File: config.mk
export PLATFORM = sky130hd
export DESIGN_NAME = wplr_initiator_flat
export DESIGN_NICKNAME = d
export VERILOG_FILES = /design/src/hw/wplr_pkg.sv /design/src/hw/wplr_mem_if.sv /design/src/hw/wplr_initiator.sv /design/src/flat_wrapper.sv
export SDC_FILE = /design/constraint.sdc
export NUM_CORES = 1
export LEC_CHECK = 0
export ABC_AREA = 0
export ABC_CLOCK_PERIOD_IN_PS = 2400
export CAP_MARGIN = 20
export CORE_MARGIN = 2
export CORE_UTILIZATION = 45
export CTS_CLUSTER_SIZE = 30
export DETAILED_ROUTE_END_ITERATION = 8
export DONT_BUFFER_PORTS = 1
export PLACE_DENSITY = 0.63
export SLEW_MARGIN = 10
export SYNTH_ARGS = -nofsm -noshare
export SYNTH_HDL_FRONTEND = slang
export SYNTH_SLANG_ARGS = --single-unit
File: constraint.sdc
create_clock -name sys_clk -period 2.4 [get_ports sys_clk]
set_input_delay 0.12 -clock sys_clk [delete_from_list [all_inputs] [get_ports sys_clk]]
set_output_delay 0.12 -clock sys_clk [all_outputs]
set_load 0.005 [all_outputs]
File: src/hw/wplr_pkg.sv
// Purpose: shared constants and decode helpers for the word port latency router.
// Assumes: one clock, word-addressed 32-bit port, fixed per-slave read latency.
// Notes:   both ends import this package.
//
// Functional notes
// every transfer moves one whole 32-bit word
// address counts words, not bytes
// slave stores write word in strobe cycle
// initiator holds valid data with write strobe
// basic slave returns read word next cycle
// any request may follow any other back-to-back
// each slave has its own constant latency
// extended port adds read valid and error
// extended port only between static side, router
// router fans extended port into plain ports
// extended latency depends on addressed slave
// effective latency is slave plus routing delay
// read valid high when returned data present
// two returns same cycle flag collision error
// initiator schedules reads to avoid return collisions
// decode address, steer strobes, data, return
// valid and error pulse one cycle each
package wplr_pkg;

  // ----------------------------------------------------------------------
  // port geometry
  // ----------------------------------------------------------------------
  localparam int unsigned WPLR_DATA_W      = 32;
  localparam int unsigned WPLR_ADDR_W      = 16;
  localparam int unsigned WPLR_WIN_AW      = 12;
  localparam int unsigned WPLR_NSLV        = 4;
  localparam int unsigned WPLR_SEL_W       = WPLR_ADDR_W - WPLR_WIN_AW;

  // ----------------------------------------------------------------------
  // timing
  // ----------------------------------------------------------------------
  localparam int unsigned WPLR_ROUTE_DELAY = 1;
  localparam int unsigned WPLR_MAX_LAT     = 8;
  localparam int unsigned WPLR_MAX_EFF     = WPLR_MAX_LAT + WPLR_ROUTE_DELAY;

  // ----------------------------------------------------------------------
  // reset values
  // ----------------------------------------------------------------------
  localparam logic [WPLR_DATA_W-1:0] WPLR_RDATA_RST = 32'h0000_0000;
  localparam logic [WPLR_ADDR_W-1:0] WPLR_ADDR_RST  = 16'h0000;

  typedef logic [WPLR_ADDR_W-1:0] wplr_addr_t;
  typedef logic [WPLR_DATA_W-1:0] wplr_word_t;

  // slave index taken from the upper address bits
  function automatic logic [WPLR_SEL_W-1:0] wplr_slave_of(input wplr_addr_t addr);
    return addr[WPLR_ADDR_W-1:WPLR_WIN_AW];
  endfunction : wplr_slave_of

  // true when the upper bits name a slave that exists
  function automatic logic wplr_mapped(input wplr_addr_t addr, input int unsigned nslv);
    return (32'(wplr_slave_of(addr)) < nslv);
  endfunction : wplr_mapped

endpackage : wplr_pkg

File: src/hw/wplr_mem_if.sv
// Purpose: extended memory port between initiator and router.
// Assumes: both ends share sys_clk; no tri-state.
// Notes:   one modport per end.
`timescale 1ns/100ps
interface wplr_mem_if;
  import wplr_pkg::*;

  wplr_addr_t addr;
  wplr_word_t wdata;
  logic       write_strobe;
  logic       read_strobe;
  wplr_word_t rdata;
  logic       read_word_valid;
  logic       collision_err;

  modport initiator
  (
    output addr,
    output wdata,
    output write_strobe,
    output read_strobe,
    input  rdata,
    input  read_word_valid,
    input  collision_err
  );

  modport router
  (
    input  addr,
    input  wdata,
    input  write_strobe,
    input  read_strobe,
    output rdata,
    output read_word_valid,
    output collision_err
  );

endinterface : wplr_mem_if

File: src/hw/wplr_initiator.sv
// Purpose: static-side end; drives the extended port from a command port.
// Assumes: same slave delays as the router it faces.
// Notes:   refuses a read whose return would collide with one in flight.
`timescale 1ns/100ps
module wplr_initiator #(
  parameter int unsigned NSLV                     = wplr_pkg::WPLR_NSLV,
  parameter int unsigned SLAVE_RETURN_DELAY [NSLV] = '{1, 2, 3, 4}
)(
  input  wire logic                 sys_clk,
  input  wire logic                 rstn,
  wplr_mem_if.initiator             ext,
  input  wire logic                 cmd_valid,
  input  wire logic                 cmd_write,
  input  wire wplr_pkg::wplr_addr_t cmd_addr,
  input  wire wplr_pkg::wplr_word_t cmd_wdata,
  output      logic                 cmd_ready,
  output      logic                 resp_valid,
  output      wplr_pkg::wplr_word_t resp_data,
  output      logic                 collision_seen
);
  import wplr_pkg::*;

  localparam int unsigned RSV_W = WPLR_MAX_EFF + 2;

  if (NSLV < 1 || NSLV > (1 << WPLR_SEL_W))
  begin : g_bad_nslv
    $error("slave count does not fit the address decode");
  end

  for (genvar c = 0; c < NSLV; c++)
  begin : g_chk
    if (SLAVE_RETURN_DELAY[c] < 1 || SLAVE_RETURN_DELAY[c] > WPLR_MAX_LAT)
    begin : g_bad_lat
      $error("slave return delay out of range");
    end
  end

  // ----------------------------------------------------------------------
  // state
  // ----------------------------------------------------------------------
  // rsv[k]: a return is due at the port k cycles from now
  typedef struct packed {
    wplr_addr_t       addr;
    wplr_word_t       wdata;
    logic             we;
    logic             re;
    logic [RSV_W-1:0] rsv;
    logic             rvalid;
    wplr_word_t       rdata;
    logic             coll;
  } wplr_in_s;

  wplr_in_s st_q;
  wplr_in_s st_d;

  // effective delay seen at the port for a given address
  function automatic int unsigned eff_delay(input wplr_addr_t a);
    int unsigned r;
    r = 0;
    for (int s = 0; s < NSLV; s++)
    begin
      if (32'(wplr_slave_of(a)) == s)
      begin
        r = SLAVE_RETURN_DELAY[s] + WPLR_ROUTE_DELAY;
      end
    end
    return r;
  endfunction : eff_delay

  int unsigned      e_cmd;
  logic             slot_busy;
  logic [RSV_W-1:0] rsv_next;

  assign e_cmd     = eff_delay(cmd_addr);
  assign rsv_next  = st_q.rsv >> 1;
  // strobe goes out next cycle, so its return is e_cmd past that
  assign slot_busy = wplr_mapped(cmd_addr, NSLV) && rsv_next[e_cmd];
  assign cmd_ready = cmd_write || !slot_busy;

  // ----------------------------------------------------------------------
  // next state
  // ----------------------------------------------------------------------
  always_comb
  begin
    st_d        = st_q;
    st_d.we     = 1'b0;
    st_d.re     = 1'b0;
    st_d.rsv    = rsv_next;
    st_d.rvalid = ext.read_word_valid;
    st_d.coll   = ext.collision_err;
    if (ext.read_word_valid)
    begin
      st_d.rdata = ext.rdata;
    end
    if (cmd_valid && cmd_ready)
    begin
      st_d.addr = cmd_addr;
      if (cmd_write)
      begin
        st_d.we    = 1'b1;
        st_d.wdata = cmd_wdata;
      end
      else
      begin
        st_d.re = 1'b1;
        if (wplr_mapped(cmd_addr, NSLV))
        begin
          st_d.rsv[e_cmd] = 1'b1;
        end
      end
    end
  end

  always_ff @(posedge sys_clk or negedge rstn)
  begin
    if (!rstn)
    begin
      st_q <= '{addr: WPLR_ADDR_RST, wdata: '0, we: 1'b0, re: 1'b0, rsv: '0,
                rvalid: 1'b0, rdata: WPLR_RDATA_RST, coll: 1'b0};
    end
    else
    begin
      st_q <= st_d;
    end
  end

  assign ext.addr         = st_q.addr;
  assign ext.wdata        = st_q.wdata;
  assign ext.write_strobe = st_q.we;
  assign ext.read_strobe  = st_q.re;
  assign resp_valid       = st_q.rvalid;
  assign resp_data        = st_q.rdata;
  assign collision_seen   = st_q.coll;

endmodule : wplr_initiator

File: src/flat_wrapper.sv
// flat-port wrapper written by rule: the top's interface ports become plain ports
module wplr_initiator_flat import wplr_pkg::*;
#(
  parameter int unsigned NSLV                     = wplr_pkg::WPLR_NSLV,
  parameter int unsigned SLAVE_RETURN_DELAY [NSLV] = '{1, 2, 3, 4}
)
  (sys_clk, rstn, cmd_valid, cmd_write, cmd_addr, cmd_wdata, cmd_ready, resp_valid, resp_data, collision_seen, ext_addr, ext_wdata, ext_write_strobe, ext_read_strobe, ext_rdata, ext_read_word_valid, ext_collision_err);
  wplr_mem_if ext_i ();
  input  wire logic sys_clk;
  input  wire logic rstn;
  input  wire logic cmd_valid;
  input  wire logic cmd_write;
  input  wire wplr_pkg::wplr_addr_t cmd_addr;
  input  wire wplr_pkg::wplr_word_t cmd_wdata;
  output      logic cmd_ready;
  output      logic resp_valid;
  output      wplr_pkg::wplr_word_t resp_data;
  output      logic collision_seen;
  output wire logic [$bits(ext_i.addr)-1:0] ext_addr;
  output wire logic [$bits(ext_i.wdata)-1:0] ext_wdata;
  output wire logic [$bits(ext_i.write_strobe)-1:0] ext_write_strobe;
  output wire logic [$bits(ext_i.read_strobe)-1:0] ext_read_strobe;
  input wire logic [$bits(ext_i.rdata)-1:0] ext_rdata;
  input wire logic [$bits(ext_i.read_word_valid)-1:0] ext_read_word_valid;
  input wire logic [$bits(ext_i.collision_err)-1:0] ext_collision_err;
  assign ext_addr = ext_i.addr;
  assign ext_wdata = ext_i.wdata;
  assign ext_write_strobe = ext_i.write_strobe;
  assign ext_read_strobe = ext_i.read_strobe;
  assign ext_i.rdata = ext_rdata;
  assign ext_i.read_word_valid = ext_read_word_valid;
  assign ext_i.collision_err = ext_collision_err;
  wplr_initiator #(.NSLV(NSLV), .SLAVE_RETURN_DELAY(SLAVE_RETURN_DELAY)) u_core (.sys_clk(sys_clk), .rstn(rstn), .ext(ext_i), .cmd_valid(cmd_valid), .cmd_write(cmd_write), .cmd_addr(cmd_addr), .cmd_wdata(cmd_wdata), .cmd_ready(cmd_ready), .resp_valid(resp_valid), .resp_data(resp_data), .collision_seen(collision_seen));
endmodule
* After elaboration in Yosys (flattened, before gate mapping)
Cells that the tools add are included.
** Storage, ports and cells
- Bits in registers :: 95
- Input bits :: 86
- Word-level logic and storage cells :: 34
** Cells by class
- Order comparisons :: 3
- Equal/unequal tests :: 3
- Mux-type cells :: 12
- Bitwise operators :: 1
- Reductions and logical operators :: 7
** Operators with widths (count)
- $mux 32 :: 3
- $ge 32x1->1 const B :: 1
- $lt 32x5->1 const B :: 1
- $mux 13 :: 1
- $mux 12 :: 1
- $mux 11 :: 1
- $or 10x11->11 :: 1
- $eq 4x2->1 const B :: 2
- $bmux 1 s4 :: 1
- $demux 1 s4 :: 1
- $eq 4x1->1 const B :: 1
- $logic_not 4->1 :: 1
- $lt 4x3->1 const B :: 1
- $logic_and 1x1->1 :: 3
- $mux 1 :: 3
- $mux 2 :: 1
- $reduce_and 2->1 :: 1
- $logic_not 1->1 :: 1
- $logic_or 1x1->1 :: 1

* Logic depth before layout (Yosys ltp)
Gate-level depths: netlist (run 1).
- Depth after elaboration :: 13
- Gate-level depth with buffers :: 4
- Gate-level depth less buffers :: 3

* Least setup slack after synthesis (run 1)
OpenSTA, ideal clock, no wires.
- Kind :: flip-flop to flip-flop
- Start point :: register u_core.st_q (netlist bit u_core.rsv_next[5])
- End point :: register u_core.st_q (netlist bit u_core.ext.addr[10])
- Library setup time :: 0.125 ns
- Arrival :: 1.615 ns
- Required time :: 2.275 ns
- Slack :: 0.660 ns
- Cell stages (with the launch flop) :: 5
- Buffers on the path :: 1
- Period minus slack after synthesis :: 1.740 ns
- Cells stage by stage :: dfrtp_1 mux4_2 a21boi_4 buf_12 mux2_4
** On the way
- Word-level cells in the longest chain between the ends :: 6
** RTL lines
- start, declared :: RTL line wplr_initiator.sv:53 : wplr_in_s st_q;
- start signal, assigned :: RTL line wplr_initiator.sv:118 : st_q <= '{addr: WPLR_ADDR_RST, wdata: '0, we: 1'b0, re: 1'b0, rsv: '0,
- start signal, assigned :: RTL line wplr_initiator.sv:123 : st_q <= st_d;
- $bmux 1 s4 :: RTL line wplr_initiator.sv:77 : assign slot_busy = wplr_mapped(cmd_addr, NSLV) && rsv_next[e_cmd];
- $mux 1 (not written as such) :: RTL line wplr_initiator.sv:77
- $logic_and 1x1->1 :: RTL line wplr_initiator.sv:77
- $logic_not 1->1 :: RTL line wplr_initiator.sv:78 : assign cmd_ready = cmd_write || !slot_busy;
- $logic_or 1x1->1 :: RTL line wplr_initiator.sv:78
- $logic_and 1x1->1 :: RTL line wplr_initiator.sv:95 : if (cmd_valid && cmd_ready)
Every way passes these cells. The select of a mux whose other input is x is not followed.
A chain may end at the register's enable or synchronous reset.

* Worst setup path after layout (run 1)
- Start point :: register u_core.st_q (netlist bit u_core.rsv_next[5])
- End point :: register u_core.st_q (netlist bit u_core.ext.addr[2])
The elaborated chain is that of the path after synthesis.

==> results of run 1 <==
critical path, cell delays in order (launching register included):
cell	delay [ns]
dfrtp_1	0.38
mux4_2	0.52
a21boi_4	0.58
mux2_2	0.41
state kept, by name (all words and copies together), names as in the netlist:
| name | count |
|---|---|
| u_core.ext.wdata | 32 |
| u_core.resp_data | 32 |
| u_core.ext.addr | 16 |
| u_core.rsv_next | 5 |
| u_core.collision_seen | 1 |
| u_core.ext.read_strobe | 1 |
| u_core.ext.write_strobe | 1 |
| u_core.resp_valid | 1 |
report_power, final:
| part | internal, mW | total [mW] | switching, mW |
|---|---|---|---|
| Combinational | 0.261 | 0.392 | 0.132 |
| Sequential | 1.67 | 1.82 | 0.149 |
| Clock | 0.592 | 1.07 | 0.477 |
kinds of logic (layout without fill, tap and decap cells):
family	count (synthesis)	in the layout	share of synthesized area
mux	81	81	0.288
simple gates	4	4	0.00715
buf+inv	12	107	0.0184
compound gates	4	4	0.0154
other cells	1	1	0.00113
flops	89	89	0.670
per-layer routing:
metal / vias to the layer above / wire length (um)
li1: 846 / -
met4: 0 / 176
met5: - / 0
met1: 998 / 2610
met3: 15 / 522
met2: 91 / 4070
layout make-up:
class	instances	area (um2)	area share
tap	99	124	0.0274
timing repair buffer	88	906	0.201
inverter	3	11.3	0.00249
multi-input combinational	90	1040	0.229
sequential	89	2230	0.493
clock buffer	12	135	0.0299
clock inverter	4	77.6	0.0172
cell usage in the layout (no fill, tap or decap), types with 2 or more instances in the layout:
cell type and n:
dlygate4sd3_1 85, clkinv_4 2, clkbuf_8 9, inv_1 3, nand2_1 2, bufinv_16 2, mux2_2 71, a41o_2 2
mux2_4 9, dfrtp_1 89, clkbuf_1 3
stage by stage:
step | total power, mW | cells | worst slack [ns]
2_1_floorplan | 2.02 | 191 | 0.660
5_1_grt | 3.45 | 385 | 0.287
4_1_cts | 3.32 | 385 | 0.377
3_5_place_dp | 2.08 | 282 | 0.398
6_report | 3.28 | 385 | 0.374
3_3_place_gp | 2.06 | 282 | 0.491
how the worst max path moves through the flow:
stage / from / to
2_1_floorplan: u_core.rsv_next[5] / u_core.ext.addr[10]
3_3_place_gp: u_core.rsv_next[5] / u_core.ext.addr[2]
3_5_place_dp: u_core.rsv_next[5] / u_core.ext.addr[2]
4_1_cts: u_core.rsv_next[5] / u_core.ext.addr[2]
5_1_grt: u_core.rsv_next[5] / u_core.ext.addr[2]
6_report: u_core.rsv_next[5] / u_core.ext.addr[2]
==> impl_metrics.tcl, run 1 <==
set metrics [dict create \
    run_status "finished, final reports clean" \
    root_buffer "clkbuf_8" \
    synth_seq_area_share 0.670 \
    clk_latency_ns 0.33 \
    antenna_found_initial 0 \
    holdCritStartpoint "cmd_addr[15]" \
    synth.top_cells.by_count "dfrtp_1 (89), mux2_2 (71), mux2_4 (9)" \
    path_clk_slew_ns 0.08 \
    met2_usage 0.344 \
    wirelength_um 7380 \
    drc 0 \
    grt_pass1_vias 2163 \
    grt_util_met1 0.206 \
    synth_top_area_frac 0.670 \
    hold_depth 2 \
    hold_ws_ns 0.110 \
    port_buffers 0 \
    antenna_cells 0 \
    viasPerCell 5.06 \
    fin_util 0.626 \
    core_area_um2 7210 \
    finalClockSkew_ns 0.00974 \
    cts_tree "done" \
    ir_drop_mv 0.442 \
    hpwl_um 4630 \
    synth_edf_count 0 \
    place_area_um2 3410 \
    critPathLaunchType "register" \
    area_growth_pct 35.9 \
    min_period_over_period 0.844 \
    postSynthCellCount 191 \
    start_util 0.461 \
    syn_area_um2 3320 \
    max_freq_mhz 494 \
    clock_sinks 89 \
    drtAntennaViolNets 0 \
    ioPinCount 171 \
    routedWlPerCell_um 19.2 \
    drv_cap 0 \
    leakage_nw 1.95 \
    dieArea_um2 8090 \
    crit_type "register to register" \
    synth_cell_types 15 \
    place.gp.congestion 0.749 \
    use_met3 0.0604 \
    yosysWarnings 0 \
    critPathArrivalTime_ns 2.24 \
    r2r-start "u_core.rsv_next[5]" \
    die-height_um 90.0 \
    ctsResizeCount 0 \
    rr_endpoint "u_core.ext.addr[2]" \
    die_w_um 90.0 \
    vias 1950 \
    rsz0062_at_grt "false" \
    cts_buffer_depth 2 \
    maxSlewHeadroom 0.553 \
    firstDrtPassIters 4 \
    post_cts_buffers 0 \
    postCtsHoldBufs 87 \
    required_ns 2.61 \
    cts_buffers 9 \
    std_cell_rows 31 \
    h-tree-depth 3 \
    hold_path.class "primary input to register" \
    power_density_nw_per_um2 727 \
    fill_cells 541 \
    final-max-slew-violation-count 0 \
    synth-seq-cells 89 \
    synthTopCellsByArea "dfrtp_1 (67%), mux2_2 (24%), mux2_4 (4.1%)" \
    drt_iter0_drc 62 \
    r2r_slack_ns 0.37 \
    end_kind "register" \
    grt_usage 0.191 \
    nNetsFinal 367 \
    path_max_fanout 17 \
    yosys.cell_count.top_type "dfrtp_1" \
    finalSetupTns_ns 0 \
    rr_worst_depth 3 \
    ys.flop_type "dfrtp_1" \
    fin_area_um2 4520 \
    synth_nets 277 \
    tightest_slew_ns 0.669 \
    finalSetupViolCount 0 \
    grt_max_degree 90 \
    period_needed_ns 2.03 \
    grt-ovfl-total 0 \
    synthArstFlopShare 1.00 \
    hold_viol_final 0 \
    drive_gt1_frac 0.353 \
    avgSynthCellArea_um2 17.4 \
    min_to "u_core.rsv_next[3]" \
    synth_area_leader_cell "dfrtp_1" \
    busiest_layer "met2" \
    grt_pass1_wl_um 12000 \
]
Note: power is estimated with default switching activity, not from simulation.
==> run 2, diff against run 1 <==
--- a/config.mk
+++ b/config.mk
@@ -6,7 +6,7 @@
 export NUM_CORES = 1
 export LEC_CHECK = 0
 export ABC_AREA = 0
-export ABC_CLOCK_PERIOD_IN_PS = 2400
+export ABC_CLOCK_PERIOD_IN_PS = 2100
 export CAP_MARGIN = 20
 export CORE_MARGIN = 2
 export CORE_UTILIZATION = 45
==> constraint.sdc (replaced) <==
create_clock -name sys_clk -period 2.1 [get_ports sys_clk]
set_input_delay 0.105 -clock sys_clk [delete_from_list [all_inputs] [get_ports sys_clk]]
set_output_delay 0.105 -clock sys_clk [all_outputs]
set_load 0.005 [all_outputs]
==> impl_metrics.tcl, run 2 (synthesized netlist as in run 1, its figures left out) <==
set metrics [dict create \
    run_status "finished with violations" \
    failed_checks "hold timing" \
    critPathArrivalTime_ns 1.96 \
    post_cts_buffers 0 \
    intPower_mw 2.94 \
    crit_type "register to register" \
    drt_iter0_drc 52 \
    grt_max_degree 90 \
    p_sw_mw 0.845 \
    rsz0062_at_grt "false" \
    grt_pass1_vias 2204 \
    die_w_um 90.0 \
    max_freq_mhz 574 \
    hold_path.class "primary input to asynchronous set/reset pin" \
    busiest_layer "met2" \
    cts_buffer_depth 2 \
    ioPinCount 171 \
    grt_pass1_wl_um 12200 \
    path_clk_slew_ns 0.08 \
    root_buffer "clkbuf_8" \
    period_needed_ns 1.74 \
    port_buffers 0 \
    final_cell_mix "dfrtp_1 (89), dlygate4sd3_1 (84), mux2_2 (71)" \
    drtAntennaViolNets 0 \
    grt_usage 0.195 \
    cts_buffers 9 \
    vias 1928 \
    final-max-slew-violation-count 0 \
    postCtsHoldBufs 85 \
    clock_sinks 89 \
    critPathLaunchType "register" \
    routedWlPerCell_um 19.4 \
    power.total_mw 3.79 \
    comb_power_share 0.110 \
    ir_drop_mv 0.473 \
    required_ns 2.32 \
    clock_power_share 0.341 \
    die-height_um 90.0 \
    hold_ws_ns -0.548 \
    cp_cell_sequence "mux4_2 -> a21boi_4 -> buf_12 -> mux2_2" \
    h-tree-depth 3 \
    pre_cts_ws_ns 0.368 \
    place.gp.congestion 0.761 \
    swShare 0.223 \
    antenna_cells 0 \
    viasPerCell 5.02 \
    cpPeakStageDelay_ns 0.52 \
    hpwl_um 4580 \
    firstDrtPassIters 3 \
    cts_tree "done" \
    finalSetupTns_ns 0 \
    drv_cap 0 \
    std_cell_rows 31 \
    met2_usage 0.355 \
    use_met3 0.0620 \
    nNetsFinal 366 \
    core_area_um2 7210 \
    leakage_nw 1.95 \
    cp_slowest_cell "mux4_2" \
    drive_gt1_frac 0.361 \
    grt_util_met1 0.211 \
    final_common_cell "dfrtp_1" \
    path_max_fanout 17 \
    drc 0 \
    seqPwrFrac 0.549 \
    area_growth_pct 35.9 \
    power_density_nw_per_um2 839 \
    clk_latency_ns 0.34 \
    r2r_slack_ns 0.36 \
    end_kind "register" \
    rr_worst_depth 4 \
    finalClockSkew_ns 0.00797 \
    wirelength_um 7440 \
    finalSetupViolCount 0 \
    antenna_found_initial 0 \
    start_util 0.461 \
    grt-ovfl-total 0 \
    dieArea_um2 8090 \
    min_period_over_period 0.830 \
    setup_slack_ns 0.356 \
    r2r-start "u_core.rsv_next[5]" \
    hold_viol_final 89 \
    rr_endpoint "u_core.ext.addr[5]" \
]
## run 2: cell types whose count changed in the layout (fill, tap and decap cells not counted), sizes merged
cell | before | now
dlygate4sd3 | 85 | 84
clkinv | 2 | 0
clkinvlp | 0 | 2
## run 2: per-layer routing
| layer | vias to the layer above | part of all wire | wire [um] |
|---|---|---|---|
| met4 | 0 | 0.020 | 147 |
| met5 | - | 0 | 0 |
| met1 | 976 | 0.35 | 2600 |
| li1 | 845 | - | - |
| met3 | 17 | 0.070 | 522 |
| met2 | 90 | 0.56 | 4170 |
## run 2: power by group through the flow
stage               logic [mW]  registers (mW)  clock network, mW
floorplan                0.250            2.05                  0
global placement         0.251            2.11                  0
detailed placement       0.272            2.11                  0
CTS                      0.414            2.08               1.33
global route             0.449            2.10               1.42
finish                   0.415            2.08               1.29
## run 2: how the worst max path moves through the flow
stage	from	endpoint	slack (ns)	depth (start not counted)
floorplan	u_core.rsv_next[5]	u_core.ext.addr[10]	0.36	4
global placement	u_core.rsv_next[5]	u_core.ext.addr[2]	0.42	4
detailed placement	u_core.rsv_next[5]	u_core.ext.addr[2]	0.37	4
CTS	u_core.rsv_next[5]	u_core.ext.addr[2]	0.35	4
global route	u_core.rsv_next[5]	u_core.ext.addr[1]	0.30	4
finish	u_core.rsv_next[5]	u_core.ext.addr[5]	0.36	4
## run 2: critical path: cells and delay by family (launching register included)
kind | cells | cell delay, ns
buffers and inverters | 1 | 0.18
multiplexers | 2 | 0.87
flip-flops | 1 | 0.38
AO/OA/AOI/OAI | 1 | 0.19
## run 2: area by class of cell
class / count / area (um2)
timing repair buffer: 87 / 888
clock inverter: 4 / 75.1
sequential: 89 / 2230
multi-input combinational: 90 / 1040
inverter: 3 / 11.3
tap: 99 / 124
fill: 540 / 2700
clock buffer: 12 / 155
## run 2: timing repair
action / 4_1_cts / 5_1_grt
gates resized for setup: 0 / 0
endpoints found under the setup margin: 0 / 0
hold endpoints to repair: 175 / 89
## run 2: metrics by stage
| step | std cells | utilization | cell area, um2 |
|---|---|---|---|
| after CTS | 384 | 0.626 | 4520 |
| after global routing | 384 | 0.626 | 4520 |
| final | 384 | 0.626 | 4520 |
| after global placement | 283 | 0.475 | 3430 |
| after floorplan | 191 | - | 3320 |
| after detailed placement | 283 | 0.475 | 3430 |
==> run 3, diff against run 2 <==
--- a/config.mk
+++ b/config.mk
@@ -6,7 +6,7 @@
 export NUM_CORES = 1
 export LEC_CHECK = 0
 export ABC_AREA = 0
-export ABC_CLOCK_PERIOD_IN_PS = 2100
+export ABC_CLOCK_PERIOD_IN_PS = 1700
 export CAP_MARGIN = 20
 export CORE_MARGIN = 2
 export CORE_UTILIZATION = 45
==> constraint.sdc (replaced) <==
create_clock -name sys_clk -period 1.7 [get_ports sys_clk]
set_input_delay 0.085 -clock sys_clk [delete_from_list [all_inputs] [get_ports sys_clk]]
set_output_delay 0.085 -clock sys_clk [all_outputs]
set_load 0.005 [all_outputs]
==> impl_metrics.tcl, run 3 (synthesized netlist as in run 1, its figures left out) <==
set metrics [dict create \
    post_cts_buffers 0 \
    drive_gt1_frac 0.351 \
    cp_top_family "multiplexers" \
    grt_pass1_vias 2173 \
    min_period_over_period 1.01 \
    critPathArrivalTime_ns 1.94 \
    critPathLaunchType "register" \
    hold_viol_final 89 \
    start_util 0.461 \
    fill_cells 542 \
    finalSetupTns_ns -0.0816 \
    path_max_fanout 17 \
    wirelength_um 7500 \
    h-tree-depth 3 \
    period_needed_ns 1.72 \
    vias 1931 \
    final_common_cell "dfrtp_1" \
    antenna_cells 0 \
    drc 0 \
    finalSetupViolCount 5 \
    firstDrtPassIters 3 \
    area_growth_pct 34.9 \
    grt_pass1_wl_um 11700 \
    grt_max_degree 90 \
    cp_cell_sequence "mux4_2 -> a21boi_4 -> buf_12 -> mux2_2" \
    place_area_um2 3430 \
    core_area_um2 7210 \
    port_buffers 0 \
    nNetsFinal 367 \
    r2r-start "u_core.rsv_next[5]" \
    rr_endpoint "u_core.ext.addr[3]" \
    rr_worst_depth 4 \
    power_density_nw_per_um2 988 \
    cpPeakStageDelay_ns 0.52 \
    end_kind "register" \
    finalClockSkew_ns 0.00915 \
    place.gp.congestion 0.751 \
    leakage_nw 1.94 \
    std_cell_rows 31 \
    hold_path.class "primary input to asynchronous set/reset pin" \
    root_buffer "clkbuf_8" \
    final_cell_mix "dfrtp_1 (89), dlygate4sd3_1 (85), mux2_2 (68)" \
    drt_iter0_drc 96 \
    ioPinCount 171 \
    max_freq_mhz 580 \
    crit_cells 4 \
    die-height_um 90.0 \
    rsz0062_at_grt "true" \
    drtAntennaViolNets 0 \
    cts_buffers 9 \
    hpwl_um 4480 \
    final-max-slew-violation-count 0 \
    viasPerCell 5.03 \
    antenna_found_initial 0 \
    critPathBufInv 1 \
    final_cells 384 \
    dieArea_um2 8090 \
    die_w_um 90.0 \
    setup_slack_ns -0.0245 \
    hold_ws_ns -0.563 \
    cts_tree "done" \
    grt-ovfl-total 0 \
    clock_sinks 89 \
    ir_drop_mv 0.670 \
    failed_checks "hold timing, setup timing" \
    required_ns 1.92 \
    crit_type "register to register" \
    run_status "finished with violations" \
    cp_slowest_cell "mux4_2" \
    dp_cells 283 \
    fin_area_um2 4490 \
    r2r_slack_ns -0.02 \
    routedWlPerCell_um 19.5 \
    drv_cap 0 \
    path_clk_slew_ns 0.08 \
    cts_buffer_depth 2 \
    clk_latency_ns 0.33 \
    grt_usage 0.186 \
]
## run 3: stage by stage
stage | power [mW] | util | setup WS (ns) | hold slack, ns
2_1_floorplan | 2.84 | - | -0.0215 | -0.211
3_3_place_gp | 2.91 | 0.475 | 0.0466 | -0.208
3_5_place_dp | 2.94 | 0.475 | -0.0120 | -0.208
4_1_cts | 4.47 | 0.619 | -0.0191 | -0.585
5_1_grt | 4.64 | 0.622 | -0.0717 | -0.598
6_report | 4.43 | 0.622 | -0.0245 | -0.563
## run 3: layout make-up
| cell class | instances | area (um2) | share of cell area |
|---|---|---|---|
| Sequential cell | 89 | 2230 | 0.497 |
| Multi-Input combinational cell | 90 | 1050 | 0.233 |
| Inverter | 3 | 11.3 | 0.00251 |
| Clock inverter | 3 | 42.5 | 0.00948 |
| Clock buffer | 12 | 135 | 0.0301 |
| Tap cell | 99 | 124 | 0.0276 |
| Timing Repair Buffer | 88 | 898 | 0.200 |
## run 3: timing repair
action / CTS / global route
pin swaps: 0 / 0
endpoints found under the setup margin: 7 / 16
hold endpoints to repair: 175 / 90
hold buffers: 85 / 1
gates cloned: 0 / 0
resized for setup: 1 / 2
## run 3: report_power, final
part / switching, mW / total [mW] / internal (mW)
sequential: 0.208 / 2.57 / 2.36
clock: 0.667 / 1.34 / 0.672
combinational: 0.151 / 0.524 / 0.372
## run 3: layer usage
layer	wire [um]	global-route usage
met5	0	0
met2	4140	0.343
met1	2650	0.198
met3	549	0.0654
met4	157	0.0654
## run 3: how the worst max path moves through the flow
stage,from,slack (ns),end
4_1_cts,u_core.rsv_next[5],-0.02,u_core.ext.addr[5]
3_3_place_gp,u_core.rsv_next[5],0.05,u_core.ext.addr[2]
6_report,u_core.rsv_next[5],-0.02,u_core.ext.addr[3]
2_1_floorplan,u_core.rsv_next[5],-0.02,u_core.ext.addr[10]
5_1_grt,u_core.rsv_next[5],-0.07,u_core.ext.addr[0]
3_5_place_dp,u_core.rsv_next[5],-0.01,u_core.ext.addr[1]
